`src/include/rx_cmd_cfg.svh`:
```
`ifndef RX_CMD_CFG_SVH
`define RX_CMD_CFG_SVH
`define OFF_CMD 8'h00
`define OFF_CTRL 8'h04
`define OFF_STATUS 8'h08
`define OFF_RESULT 8'h0C
`define OFF_VERSION 8'h10
`define OFF_SETTINGS 8'h14
`define MAJOR_MSB 15
`define MAJOR_LSB 13
`define SUB_MSB 12
`define SUB_LSB 8
`define FAST_BIT 5
`define UB1_BIT 3
`define UB2_BIT 4
`define BAND_MSB 4
`define MAX_BUF_BYTES 8'h7F
`define RST_SETTINGS 8'h00
`endif

```
`src/include/rx_cmd_pkg.sv`:
```
package rx_cmd_pkg;
    typedef enum logic [2:0] {
        MAJ_DEV = 3'h0,
        MAJ_MEAS = 3'h7
    } major_type;
    typedef enum logic [4:0] {
        SUB_NOP = 5'h00,
        SUB_VERSION = 5'h01,
        SUB_STEP = 5'h02,
        SUB_SWITCH = 5'h03,
        SUB_START = 5'h04,
        SUB_BAND = 5'h05,
        SUB_TEST = 5'h06
    } sub_type;
    // Measurement subtypes reuse the low codes, so they need their own type.
    typedef enum logic [4:0] {
        SUB_ANALYSIS = 5'h00,
        SUB_CAL = 5'h01
    } meas_sub_type;
    typedef enum logic [3:0] {
        ACT_NONE = 4'h0,
        ACT_ANALYSIS = 4'h1,
        ACT_FAST = 4'h2,
        ACT_CAL = 4'h3,
        ACT_VERSION = 4'h4,
        ACT_DEV = 4'h5,
        ACT_DISCARD = 4'h6
    } action_type;
endpackage

```
`src/logic/receiver_command_decoder.sv`:
```
`timescale 1ns/100ps
`include "rx_cmd_cfg.svh"

module receiver_command_decoder #(
    parameter logic [15:0] FW_VERSION = 16'h0123 // Arbitrary value.
) (
    input wire logic aclk,
    input wire logic aresetn,
    input wire logic [31:0] s_axi_awaddr,
    input wire logic s_axi_awvalid,
    output logic s_axi_awready,
    input wire logic [31:0] s_axi_wdata,
    input wire logic [3:0] s_axi_wstrb,
    input wire logic s_axi_wvalid,
    output logic s_axi_wready,
    output logic [1:0] s_axi_bresp,
    output logic s_axi_bvalid,
    input wire logic s_axi_bready,
    input wire logic [31:0] s_axi_araddr,
    input wire logic s_axi_arvalid,
    output logic s_axi_arready,
    output logic [31:0] s_axi_rdata,
    output logic [1:0] s_axi_rresp,
    output logic s_axi_rvalid,
    input wire logic s_axi_rready,
    output logic start_analysis,
    output logic start_fast,
    output logic start_cal,
    output logic [4:0] band_select,
    output logic fast_upper_band_two,
    output logic [7:0] dev_value,
    output logic [2:0] dev_strobe
);

    logic [31:0] awaddr_ff, nxt_awaddr;
    logic aw_ok_ff, nxt_aw_ok;
    logic [31:0] wdata_ff, nxt_wdata;
    logic [3:0] wstrb_ff, nxt_wstrb;
    logic w_ok_ff, nxt_w_ok;
    logic bvalid_ff, nxt_bvalid;
    logic [1:0] bresp_ff, nxt_bresp;
    logic rvalid_ff, nxt_rvalid;
    logic [31:0] rdata_ff, nxt_rdata;
    logic [1:0] rresp_ff, nxt_rresp;
    logic [7:0] buf_len_ff, nxt_buf_len;
    logic buf_bad_ff, nxt_buf_bad;
    logic [3:0] last_act_ff, nxt_last_act;
    logic [15:0] last_word_ff, nxt_last_word;
    logic [7:0] cmd_count_ff, nxt_cmd_count;
    logic [7:0] discard_count_ff, nxt_discard_count;
    logic [15:0] version_ff, nxt_version;
    logic version_valid_ff, nxt_version_valid;
    logic test_mode_ff, nxt_test_mode;
    logic ana_ff, nxt_ana;
    logic fast_ff, nxt_fast;
    logic cal_ff, nxt_cal;
    logic [4:0] band_ff, nxt_band;
    logic ub2_ff, nxt_ub2;
    logic [7:0] dev_val_ff, nxt_dev_val;
    logic [2:0] dev_stb_ff, nxt_dev_stb;
    logic wr_fire;
    logic [15:0] cmd;
    logic [2:0] major;
    logic [4:0] sub;
    logic [7:0] param;

    // The write fires once both address and data are held.
    assign wr_fire = aw_ok_ff && w_ok_ff && !bvalid_ff;
    assign cmd = wdata_ff[15:0];
    assign major = cmd[`MAJOR_MSB:`MAJOR_LSB];
    assign sub = cmd[`SUB_MSB:`SUB_LSB];
    assign param = cmd[7:0];

    assign s_axi_awready = !aw_ok_ff && !bvalid_ff;
    assign s_axi_wready = !w_ok_ff && !bvalid_ff;
    assign s_axi_bvalid = bvalid_ff;
    assign s_axi_bresp = bresp_ff;
    assign s_axi_arready = !rvalid_ff;
    assign s_axi_rvalid = rvalid_ff;
    assign s_axi_rdata = rdata_ff;
    assign s_axi_rresp = rresp_ff;
    assign start_analysis = ana_ff;
    assign start_fast = fast_ff;
    assign start_cal = cal_ff;
    assign band_select = band_ff;
    assign fast_upper_band_two = ub2_ff;
    assign dev_value = dev_val_ff;
    assign dev_strobe = dev_stb_ff;

    // Write channel capture, command decode and the buffer length guard.
    // Writing CTRL opens a new buffer with its byte length; commands of a
    // buffer over the limit are counted as discarded and never executed.
    always_comb begin
        nxt_awaddr = awaddr_ff;
        nxt_aw_ok = aw_ok_ff;
        nxt_wdata = wdata_ff;
        nxt_wstrb = wstrb_ff;
        nxt_w_ok = w_ok_ff;
        nxt_bvalid = bvalid_ff;
        nxt_bresp = bresp_ff;
        nxt_buf_len = buf_len_ff;
        nxt_buf_bad = buf_bad_ff;
        nxt_last_act = last_act_ff;
        nxt_last_word = last_word_ff;
        nxt_cmd_count = cmd_count_ff;
        nxt_discard_count = discard_count_ff;
        nxt_version = version_ff;
        nxt_version_valid = version_valid_ff;
        nxt_test_mode = test_mode_ff;
        nxt_ana = 1'b0;
        nxt_fast = 1'b0;
        nxt_cal = 1'b0;
        nxt_band = band_ff;
        nxt_ub2 = ub2_ff;
        nxt_dev_val = dev_val_ff;
        nxt_dev_stb = 3'h0;
        if (s_axi_awvalid && s_axi_awready) begin
            nxt_awaddr = s_axi_awaddr;
            nxt_aw_ok = 1'b1;
        end
        if (s_axi_wvalid && s_axi_wready) begin
            nxt_wdata = s_axi_wdata;
            nxt_wstrb = s_axi_wstrb;
            nxt_w_ok = 1'b1;
        end
        if (bvalid_ff && s_axi_bready) begin
            nxt_bvalid = 1'b0;
        end
        if (wr_fire) begin
            nxt_aw_ok = 1'b0;
            nxt_w_ok = 1'b0;
            nxt_bvalid = 1'b1;
            nxt_bresp = 2'h0;
            if (awaddr_ff[7:0] == `OFF_CTRL) begin
                // Signed 8-bit length: anything above 127 is negative.
                nxt_buf_len = wdata_ff[7:0];
                nxt_buf_bad = wdata_ff[7];
            end else if (awaddr_ff[7:0] == `OFF_CMD) begin
                if (wstrb_ff[1:0] != 2'h3) begin
                    nxt_bresp = 2'h2;
                end else if (buf_bad_ff) begin
                    nxt_last_act = rx_cmd_pkg::ACT_DISCARD;
                    nxt_discard_count = discard_count_ff + 8'h01;
                end else begin
                    nxt_cmd_count = cmd_count_ff + 8'h01;
                    nxt_last_word = cmd;
                    nxt_last_act = rx_cmd_pkg::ACT_NONE;
                    if (major == rx_cmd_pkg::MAJ_MEAS) begin
                        if (sub == rx_cmd_pkg::SUB_ANALYSIS) begin
                            // Only the band mask travels; modes stay stored.
                            if (param[`FAST_BIT]) begin
                                nxt_fast = 1'b1;
                                nxt_ub2 = param[`UB2_BIT] &&
                                    !param[`UB1_BIT];
                                nxt_last_act = rx_cmd_pkg::ACT_FAST;
                            end else begin
                                nxt_ana = 1'b1;
                                nxt_band = param[`BAND_MSB:0];
                                nxt_last_act = rx_cmd_pkg::ACT_ANALYSIS;
                            end
                        end else if (sub == rx_cmd_pkg::SUB_CAL) begin
                            nxt_cal = 1'b1;
                            nxt_band = param[`BAND_MSB:0];
                            nxt_last_act = rx_cmd_pkg::ACT_CAL;
                        end
                    end else if (major == rx_cmd_pkg::MAJ_DEV) begin
                        if (sub == rx_cmd_pkg::SUB_VERSION) begin
                            nxt_version = FW_VERSION;
                            nxt_version_valid = 1'b1;
                            nxt_last_act = rx_cmd_pkg::ACT_VERSION;
                        end else if (sub == rx_cmd_pkg::SUB_TEST) begin
                            nxt_test_mode = !test_mode_ff;
                            nxt_last_act = rx_cmd_pkg::ACT_DEV;
                        end else if (sub >= rx_cmd_pkg::SUB_STEP &&
                            sub <= rx_cmd_pkg::SUB_BAND) begin
                            // Step, switch, start and band: code - 1.
                            nxt_dev_val = param;
                            nxt_dev_stb = 3'(sub - rx_cmd_pkg::SUB_STEP)
                                + 3'h1;
                            nxt_last_act = rx_cmd_pkg::ACT_DEV;
                        end
                        // No-op and undefined subtypes change only the count, last word and action.
                    end
                end
            end else if (awaddr_ff[7:0] != `OFF_VERSION) begin
                nxt_bresp = 2'h2;
            end
        end
    end

    // Read channel: one cycle from address to data.
    always_comb begin
        nxt_rvalid = rvalid_ff;
        nxt_rdata = rdata_ff;
        nxt_rresp = rresp_ff;
        if (rvalid_ff && s_axi_rready) begin
            nxt_rvalid = 1'b0;
        end
        if (s_axi_arvalid && s_axi_arready) begin
            nxt_rvalid = 1'b1;
            nxt_rresp = 2'h0;
            if (s_axi_araddr[7:0] == `OFF_STATUS) begin
                nxt_rdata = {16'h0000, discard_count_ff, 2'h0,
                    test_mode_ff, version_valid_ff, last_act_ff};
            end else if (s_axi_araddr[7:0] == `OFF_RESULT) begin
                nxt_rdata = {8'h00, cmd_count_ff, last_word_ff};
            end else if (s_axi_araddr[7:0] == `OFF_VERSION) begin
                nxt_rdata = {16'h0000, version_ff};
            end else if (s_axi_araddr[7:0] == `OFF_CTRL) begin
                nxt_rdata = {23'h000000, buf_bad_ff, buf_len_ff};
            end else if (s_axi_araddr[7:0] == `OFF_SETTINGS) begin
                nxt_rdata = {16'h0000, dev_val_ff, 2'h0, ub2_ff, band_ff};
            end else begin
                nxt_rdata = 32'h00000000;
                nxt_rresp = 2'h2;
            end
        end
    end

    // Register stage; synchronous reset returns every flop to idle.
    always_ff @(posedge aclk) begin
        if (!aresetn) begin
            awaddr_ff <= 32'h00000000;
            aw_ok_ff <= 1'b0;
            wdata_ff <= 32'h00000000;
            wstrb_ff <= 4'h0;
            w_ok_ff <= 1'b0;
            bvalid_ff <= 1'b0;
            bresp_ff <= 2'h0;
            rvalid_ff <= 1'b0;
            rdata_ff <= 32'h00000000;
            rresp_ff <= 2'h0;
            buf_len_ff <= 8'h00;
            buf_bad_ff <= 1'b0;
            last_act_ff <= 4'h0;
            last_word_ff <= 16'h0000;
            cmd_count_ff <= 8'h00;
            discard_count_ff <= 8'h00;
            version_ff <= 16'h0000;
            version_valid_ff <= 1'b0;
            test_mode_ff <= 1'b0;
            ana_ff <= 1'b0;
            fast_ff <= 1'b0;
            cal_ff <= 1'b0;
            band_ff <= 5'h00;
            ub2_ff <= 1'b0;
            dev_val_ff <= `RST_SETTINGS;
            dev_stb_ff <= 3'h0;
        end else begin
            awaddr_ff <= nxt_awaddr;
            aw_ok_ff <= nxt_aw_ok;
            wdata_ff <= nxt_wdata;
            wstrb_ff <= nxt_wstrb;
            w_ok_ff <= nxt_w_ok;
            bvalid_ff <= nxt_bvalid;
            bresp_ff <= nxt_bresp;
            rvalid_ff <= nxt_rvalid;
            rdata_ff <= nxt_rdata;
            rresp_ff <= nxt_rresp;
            buf_len_ff <= nxt_buf_len;
            buf_bad_ff <= nxt_buf_bad;
            last_act_ff <= nxt_last_act;
            last_word_ff <= nxt_last_word;
            cmd_count_ff <= nxt_cmd_count;
            discard_count_ff <= nxt_discard_count;
            version_ff <= nxt_version;
            version_valid_ff <= nxt_version_valid;
            test_mode_ff <= nxt_test_mode;
            ana_ff <= nxt_ana;
            fast_ff <= nxt_fast;
            cal_ff <= nxt_cal;
            band_ff <= nxt_band;
            ub2_ff <= nxt_ub2;
            dev_val_ff <= nxt_dev_val;
            dev_stb_ff <= nxt_dev_stb;
        end
    end

    // Checks tie each pulse to the command word that caused it.
    property p_analysis;
        @(posedge aclk) disable iff (!aresetn)
        start_analysis |-> $past(major) == 3'h7 && $past(sub) == 5'h00
            && !$past(param[5]) && band_select == $past(param[4:0]);
    endproperty
    a_analysis: assert property (p_analysis)
        else $error("analysis pulse without matching command");
    property p_fast_band;
        @(posedge aclk) disable iff (!aresetn)
        start_fast |-> fast_upper_band_two ==
            ($past(param[4]) && !$past(param[3]));
    endproperty
    a_fast_band: assert property (p_fast_band)
        else $error("fast mode band choice wrong");
    property p_fast_only;
        @(posedge aclk) disable iff (!aresetn)
        start_fast |-> !start_analysis && $past(param[5]);
    endproperty
    a_fast_only: assert property (p_fast_only)
        else $error("fast mode without bit five");
    property p_cal;
        @(posedge aclk) disable iff (!aresetn)
        start_cal |-> $past(cmd[15:8]) == 8'hE1
            && band_select == $past(param[4:0]);
    endproperty
    a_cal: assert property (p_cal)
        else $error("calibration pulse without command");
    property p_discard;
        @(posedge aclk) disable iff (!aresetn)
        buf_bad_ff |-> !(start_analysis || start_fast || start_cal)
            && dev_strobe == 3'h0 || !$past(buf_bad_ff);
    endproperty
    a_discard: assert property (p_discard)
        else $error("command ran from an oversized buffer");
    property p_version;
        @(posedge aclk) disable iff (!aresetn)
        wr_fire && !buf_bad_ff && awaddr_ff[7:0] == 8'h00
            && cmd[15:8] == 8'h01 |=> version_ff == FW_VERSION;
    endproperty
    a_version: assert property (p_version)
        else $error("version not returned");
    property p_nop;
        @(posedge aclk) disable iff (!aresetn)
        wr_fire && awaddr_ff[7:0] == 8'h00 && cmd[15:8] == 8'h00
            |=> $stable(band_ff) && !start_analysis && !start_cal
            && dev_strobe == 3'h0 && $stable(test_mode_ff);
    endproperty
    a_nop: assert property (p_nop)
        else $error("no-operation changed state");
    property p_undef;
        @(posedge aclk) disable iff (!aresetn)
        wr_fire && awaddr_ff[7:0] == 8'h00 && (cmd[15:8] == 8'h07 ||
            (cmd[15:13] != 3'h0 && cmd[15:13] != 3'h7)
            || cmd[15:8] == 8'hE2) |=> $stable(band_ff) && !start_fast
            && !start_cal
            && !start_analysis && dev_strobe == 3'h0;
    endproperty
    a_undef: assert property (p_undef)
        else $error("undefined command had an effect");
    property p_dev;
        @(posedge aclk) disable iff (!aresetn)
        dev_strobe != 3'h0 |-> $past(cmd[15:11]) == 5'h00
            && dev_strobe == $past(cmd[10:8]) - 3'h1;
    endproperty
    a_dev: assert property (p_dev)
        else $error("sounder strobe mismatched");
    c_analysis: cover property (@(posedge aclk) start_analysis);
    c_fast: cover property (@(posedge aclk) start_fast);
    c_cal: cover property (@(posedge aclk) start_cal);
    c_discard: cover property (@(posedge aclk)
        last_act_ff == 4'h6);

endmodule
```
`config.mk`:
```
export PLATFORM = sky130hd
export DESIGN_NAME = receiver_command_decoder
export DESIGN_NICKNAME = d
export VERILOG_FILES = /design/src/include/rx_cmd_pkg.sv /design/src/logic/receiver_command_decoder.sv
export VERILOG_INCLUDE_DIRS = /design/src /design/src/include
export SDC_FILE = /design/constraint.sdc
export NUM_CORES = 1
export LEC_CHECK = 0
export BUFFER_PORTS_ARGS = -buffer_cell sky130_fd_sc_hd__buf_4
export CAP_MARGIN = 10
export CORE_AREA = 2 2 102 104
export DETAILED_ROUTE_END_ITERATION = 8
export DIE_AREA = 0 0 104 106
export PLACE_DENSITY = 0.84
export SLEW_MARGIN = 40
export SYNTH_ARGS = -nofsm -noshare
export SYNTH_HDL_FRONTEND = slang
export SYNTH_SLANG_ARGS = --single-unit
export TNS_END_PERCENT = 100
```
`constraint.sdc`:
```
create_clock -name aclk -period 3 [get_ports aclk]
set_input_delay 0.3 -clock aclk [delete_from_list [all_inputs] [get_ports aclk]]
set_output_delay 0.3 -clock aclk [all_outputs]
set_load 0.03 [all_outputs]
```
==> results.py <==
metrics = {
    "outcome": {
        "outcome": "complete, no violations",
    },
    "logic_synthesis": {
        "synth_compound_area_share_pct": 18.0,
        "synth_edf_count": 0,
        "synth_cell_types": 56,
        "synth.cell_area_um2": 5380,
        "synthSimpleGateAreaFrac_pct": 25.7,
        "muxShareOfSynthArea_pct": 3.91,
        "synth-seq-area-share_pct": 45.0,
        "synth_ff_type": "dfxtp_1",
        "synth_xor_area_share_pct": 0.326,
        "synth-seq-cells": 121,
        "synth_top_family_by_area": "simple AND/OR/NAND/NOR gates",
        "synth-adder-area-share_pct": 1.40,
        "avgSynthCellArea_um2": 8.16,
        "async_flop_share_pct": 0,
        "ys_warn_count": 0,
        "syn_inst": 659,
    },
    "power_and_ir_drop": {
        "power.leakage_uw": 0.00262,
        "p_comb_share_pct": 7.9,
        "swShare_pct": 22.9,
        "switchingPower_uw": 939,
        "p_seq_share_pct": 41.2,
        "pwr-share-clk_pct": 50.9,
        "p_per_area_nw_per_um2": 609,
        "peakVddDrop_uv": 311,
        "internal_power_uw": 3170,
    },
    "layout": {
        "mostFrequentLayoutCells": "nand2_1, dfxtp_1, buf_4, a21oi_1, nor2_1",
        "synthToLayoutAreaGrowth_pct": 25.4,
        "stdcell_count": 889,
        "antenna_cells": 0,
        "drive_above_1_share_pct": 19.1,
        "final_util_pct": 67.5,
        "fin_nets": 854,
        "layout_commonest_cell": "nand2_1",
        "nFillCells": 775,
    },
    "floorplanning": {
        "die_area_um2": 11000,
        "die_x_um": 104,
        "num_rows": 37,
        "die_y_um": 106,
        "start_util_pct": 53.8,
        "core-area_um2": 10000,
        "io_pins": 168,
    },
    "cts": {
        "cts.sinks": 121,
        "clockBufferDepth": 2,
        "cts_setup_buffers": 0,
        "cts_hold_buf": 0,
        "root_buffer": "clkbuf_8",
        "clk_pin_slew_ns": 0.06,
        "cts_tree": "built",
        "htree_levels": 4,
        "clock_latency_ns": 0.52,
        "cts_resized": 0,
        "cts_made_buffers": 17,
    },
    "sta": {
        "finalSetupViolCount": 0,
        "drv_slew": 0,
        "fin_worst_skew_ns": 0.00539,
        "fmax_mhz": 434,
        "slew_headroom_pct": 50.9,
        "hold_viol": 0,
        "fin_tns_setup_ns": 0,
        "fin_crit_sh_pct": 76.9,
        "worst_pin_slew_ns": 0.735,
        "rsz0062_at_grt": "false",
        "fin_crit_ns": 2.31,
    },
    "run": {
        "maxCapViolCount": 0,
    },
    "worst_setup_path": {
        "worstSetupStartpointType": "flop",
        "critPathKind": "flop to flop",
        "cp_cell_sequence": "nor4_4 -> nand4_1 -> nor3_4 -> mux2i_1",
        "crit_arrival_ns": 2.75,
        "path_buf_inv": 0,
        "cp_slowest_cell": "nor3_4",
        "critical-path-top-delay-family": "simple AND/OR/NAND/NOR gates",
        "slowest_delay_ns": 0.67,
        "crit_fanout": 8,
        "critPathRequiredTime_ns": 3.44,
        "cp-end-kind": "flop",
    },
    "global_route": {
        "grt_most_used_layer": "met2",
        "grt_use_met3_pct": 6.68,
        "antenna_found_initial": 0,
        "grt_max_degree": 52,
        "grtUsageMet2_pct": 45.4,
        "grt-ovfl-total": 0,
        "grt_pass1_wl_mm": 23.9,
        "grt_pass1_vias": 5010,
        "grt_usage_pct": 26.8,
        "grt_use_met1_pct": 32.5,
    },
    "placed_design": {
        "place_congestion": 0.916,
        "hpwl_mm": 9.96,
        "numPortBuffers": 91,
        "dp.cells": 858,
    },
    "detailed_routing": {
        "via_per_inst": 5.96,
        "routed_wl_mm": 14.9,
        "via_count": 5296,
        "drt_iter0_drc": 433,
        "drc": 0,
        "dr.pass1.iters": 6,
        "routedWlPerCell_um": 16.8,
        "ant_nets": 0,
    },
    "hold_path": {
        "worstHoldPathType": "primary input to flop",
    },
}
[kinds of logic after synthesis]
| kind of cell | count (synthesis) |
|---|---|
| buffers and inverters | 68 |
| other | 1 |
| XOR/XNOR | 2 |
| adder cells (fa/ha/maj) | 6 |
| AO/OA/AOI/OAI | 165 |
| AND/OR/NAND/NOR | 275 |
| multiplexers | 21 |
| flip-flops | 121 |
[worst reg2reg max path: cells and delay by family (launching register included)]
| kind | cells | cell delay [ns] |
|---|---|---|
| flops | 1 | 0.34 |
| simple gates | 3 | 1.62 |
| mux | 1 | 0.27 |
[state kept, by name, summed over array words and instances, names as in the netlist, 2 cells and up]
| name | cells |
|---|---|
| s_axi_rdata | 24 |
| last_word_ff | 16 |
| wdata_ff | 16 |
| awaddr_ff | 8 |
| buf_len_ff | 8 |
| cmd_count_ff | 8 |
| dev_value | 8 |
| discard_count_ff | 8 |
| band_select | 5 |
| dev_strobe | 3 |
| last_act_ff | 3 |
| wstrb_ff | 2 |
[power groups by stage]
stage | Combinational, uW | Sequential [uW] | Clock [uW]
after floorplan | 206 | 1730 | 0
after global placement | 308 | 1720 | 0
after detailed placement | 318 | 1720 | 0
after CTS | 321 | 1690 | 2100
after global routing | 353 | 1690 | 2170
final | 325 | 1690 | 2090
[cells in the mapped netlist (4+ instances only)]
library cell | number | area [um2]
a22oi_1 | 9 | 67.6
ha_1 | 6 | 75.1
nor2_1 | 33 | 124
a31oi_1 | 7 | 43.8
nand4_1 | 13 | 81.3
mux2i_1 | 21 | 210
clkbuf_1 | 33 | 124
nor2b_1 | 4 | 25.0
and2_1 | 7 | 43.8
inv_1 | 17 | 63.8
and3_1 | 8 | 50.1
a21oi_1 | 85 | 425
nor4_1 | 6 | 37.5
nand2b_1 | 10 | 62.6
nand2_1 | 125 | 469
o21ai_0 | 32 | 160
nor3_1 | 16 | 80.1
buf_2 | 7 | 35.0
or3_1 | 11 | 68.8
or4_1 | 10 | 75.1
buf_4 | 10 | 75.1
dfxtp_1 | 121 | 2420
o31ai_1 | 8 | 60.1
nand3_1 | 11 | 55.1
[metal layers]
layer	wire, um	share of wire, %	up-vias
met2	7200	48	313
met3	1240	8.4	59
met1	5980	40	2439
met4	476	3.2	0
met5	0	0	-
li1	-	-	2485
[final cells by class]
class	instances	area (um2)	share of cell area (%)
repair buffers	104	781	11.6
clock inverters	8	143	2.11
inverters	18	67.6	1.00
multi-input cells	479	2700	40.0
clock buffers	23	467	6.92
flip-flops and latches	121	2420	35.9
well taps	136	170	2.52
[final timing paths]
kind,cells past startpoint,end,slack (ns),from
hold / removal,3,awaddr_ff[0],0.02,s_axi_awaddr[0]
hold reg to reg,2,last_word_ff[2],0.45,last_word_ff[2]
setup reg to reg,4,dev_value[5],0.69,awaddr_ff[5]
setup / recovery,4,dev_value[5],0.69,awaddr_ff[5]
[metrics by stage]
stage | instance area, um2 | total power (uW) | hold WS (ns) | worst slack [ns]
after detailed placement | 6130 | 2040 | 0.446 | 0.755
final | 6750 | 4110 | 0.0246 | 0.694
after CTS | 6740 | 4110 | 0.0238 | 0.719
after floorplan | 5410 | 1930 | 0.427 | 1.05
after global placement | 6130 | 2030 | 0.437 | 0.853
after global routing | 6750 | 4220 | 0.0286 | 0.575
Power figures use the tool's default switching activity.
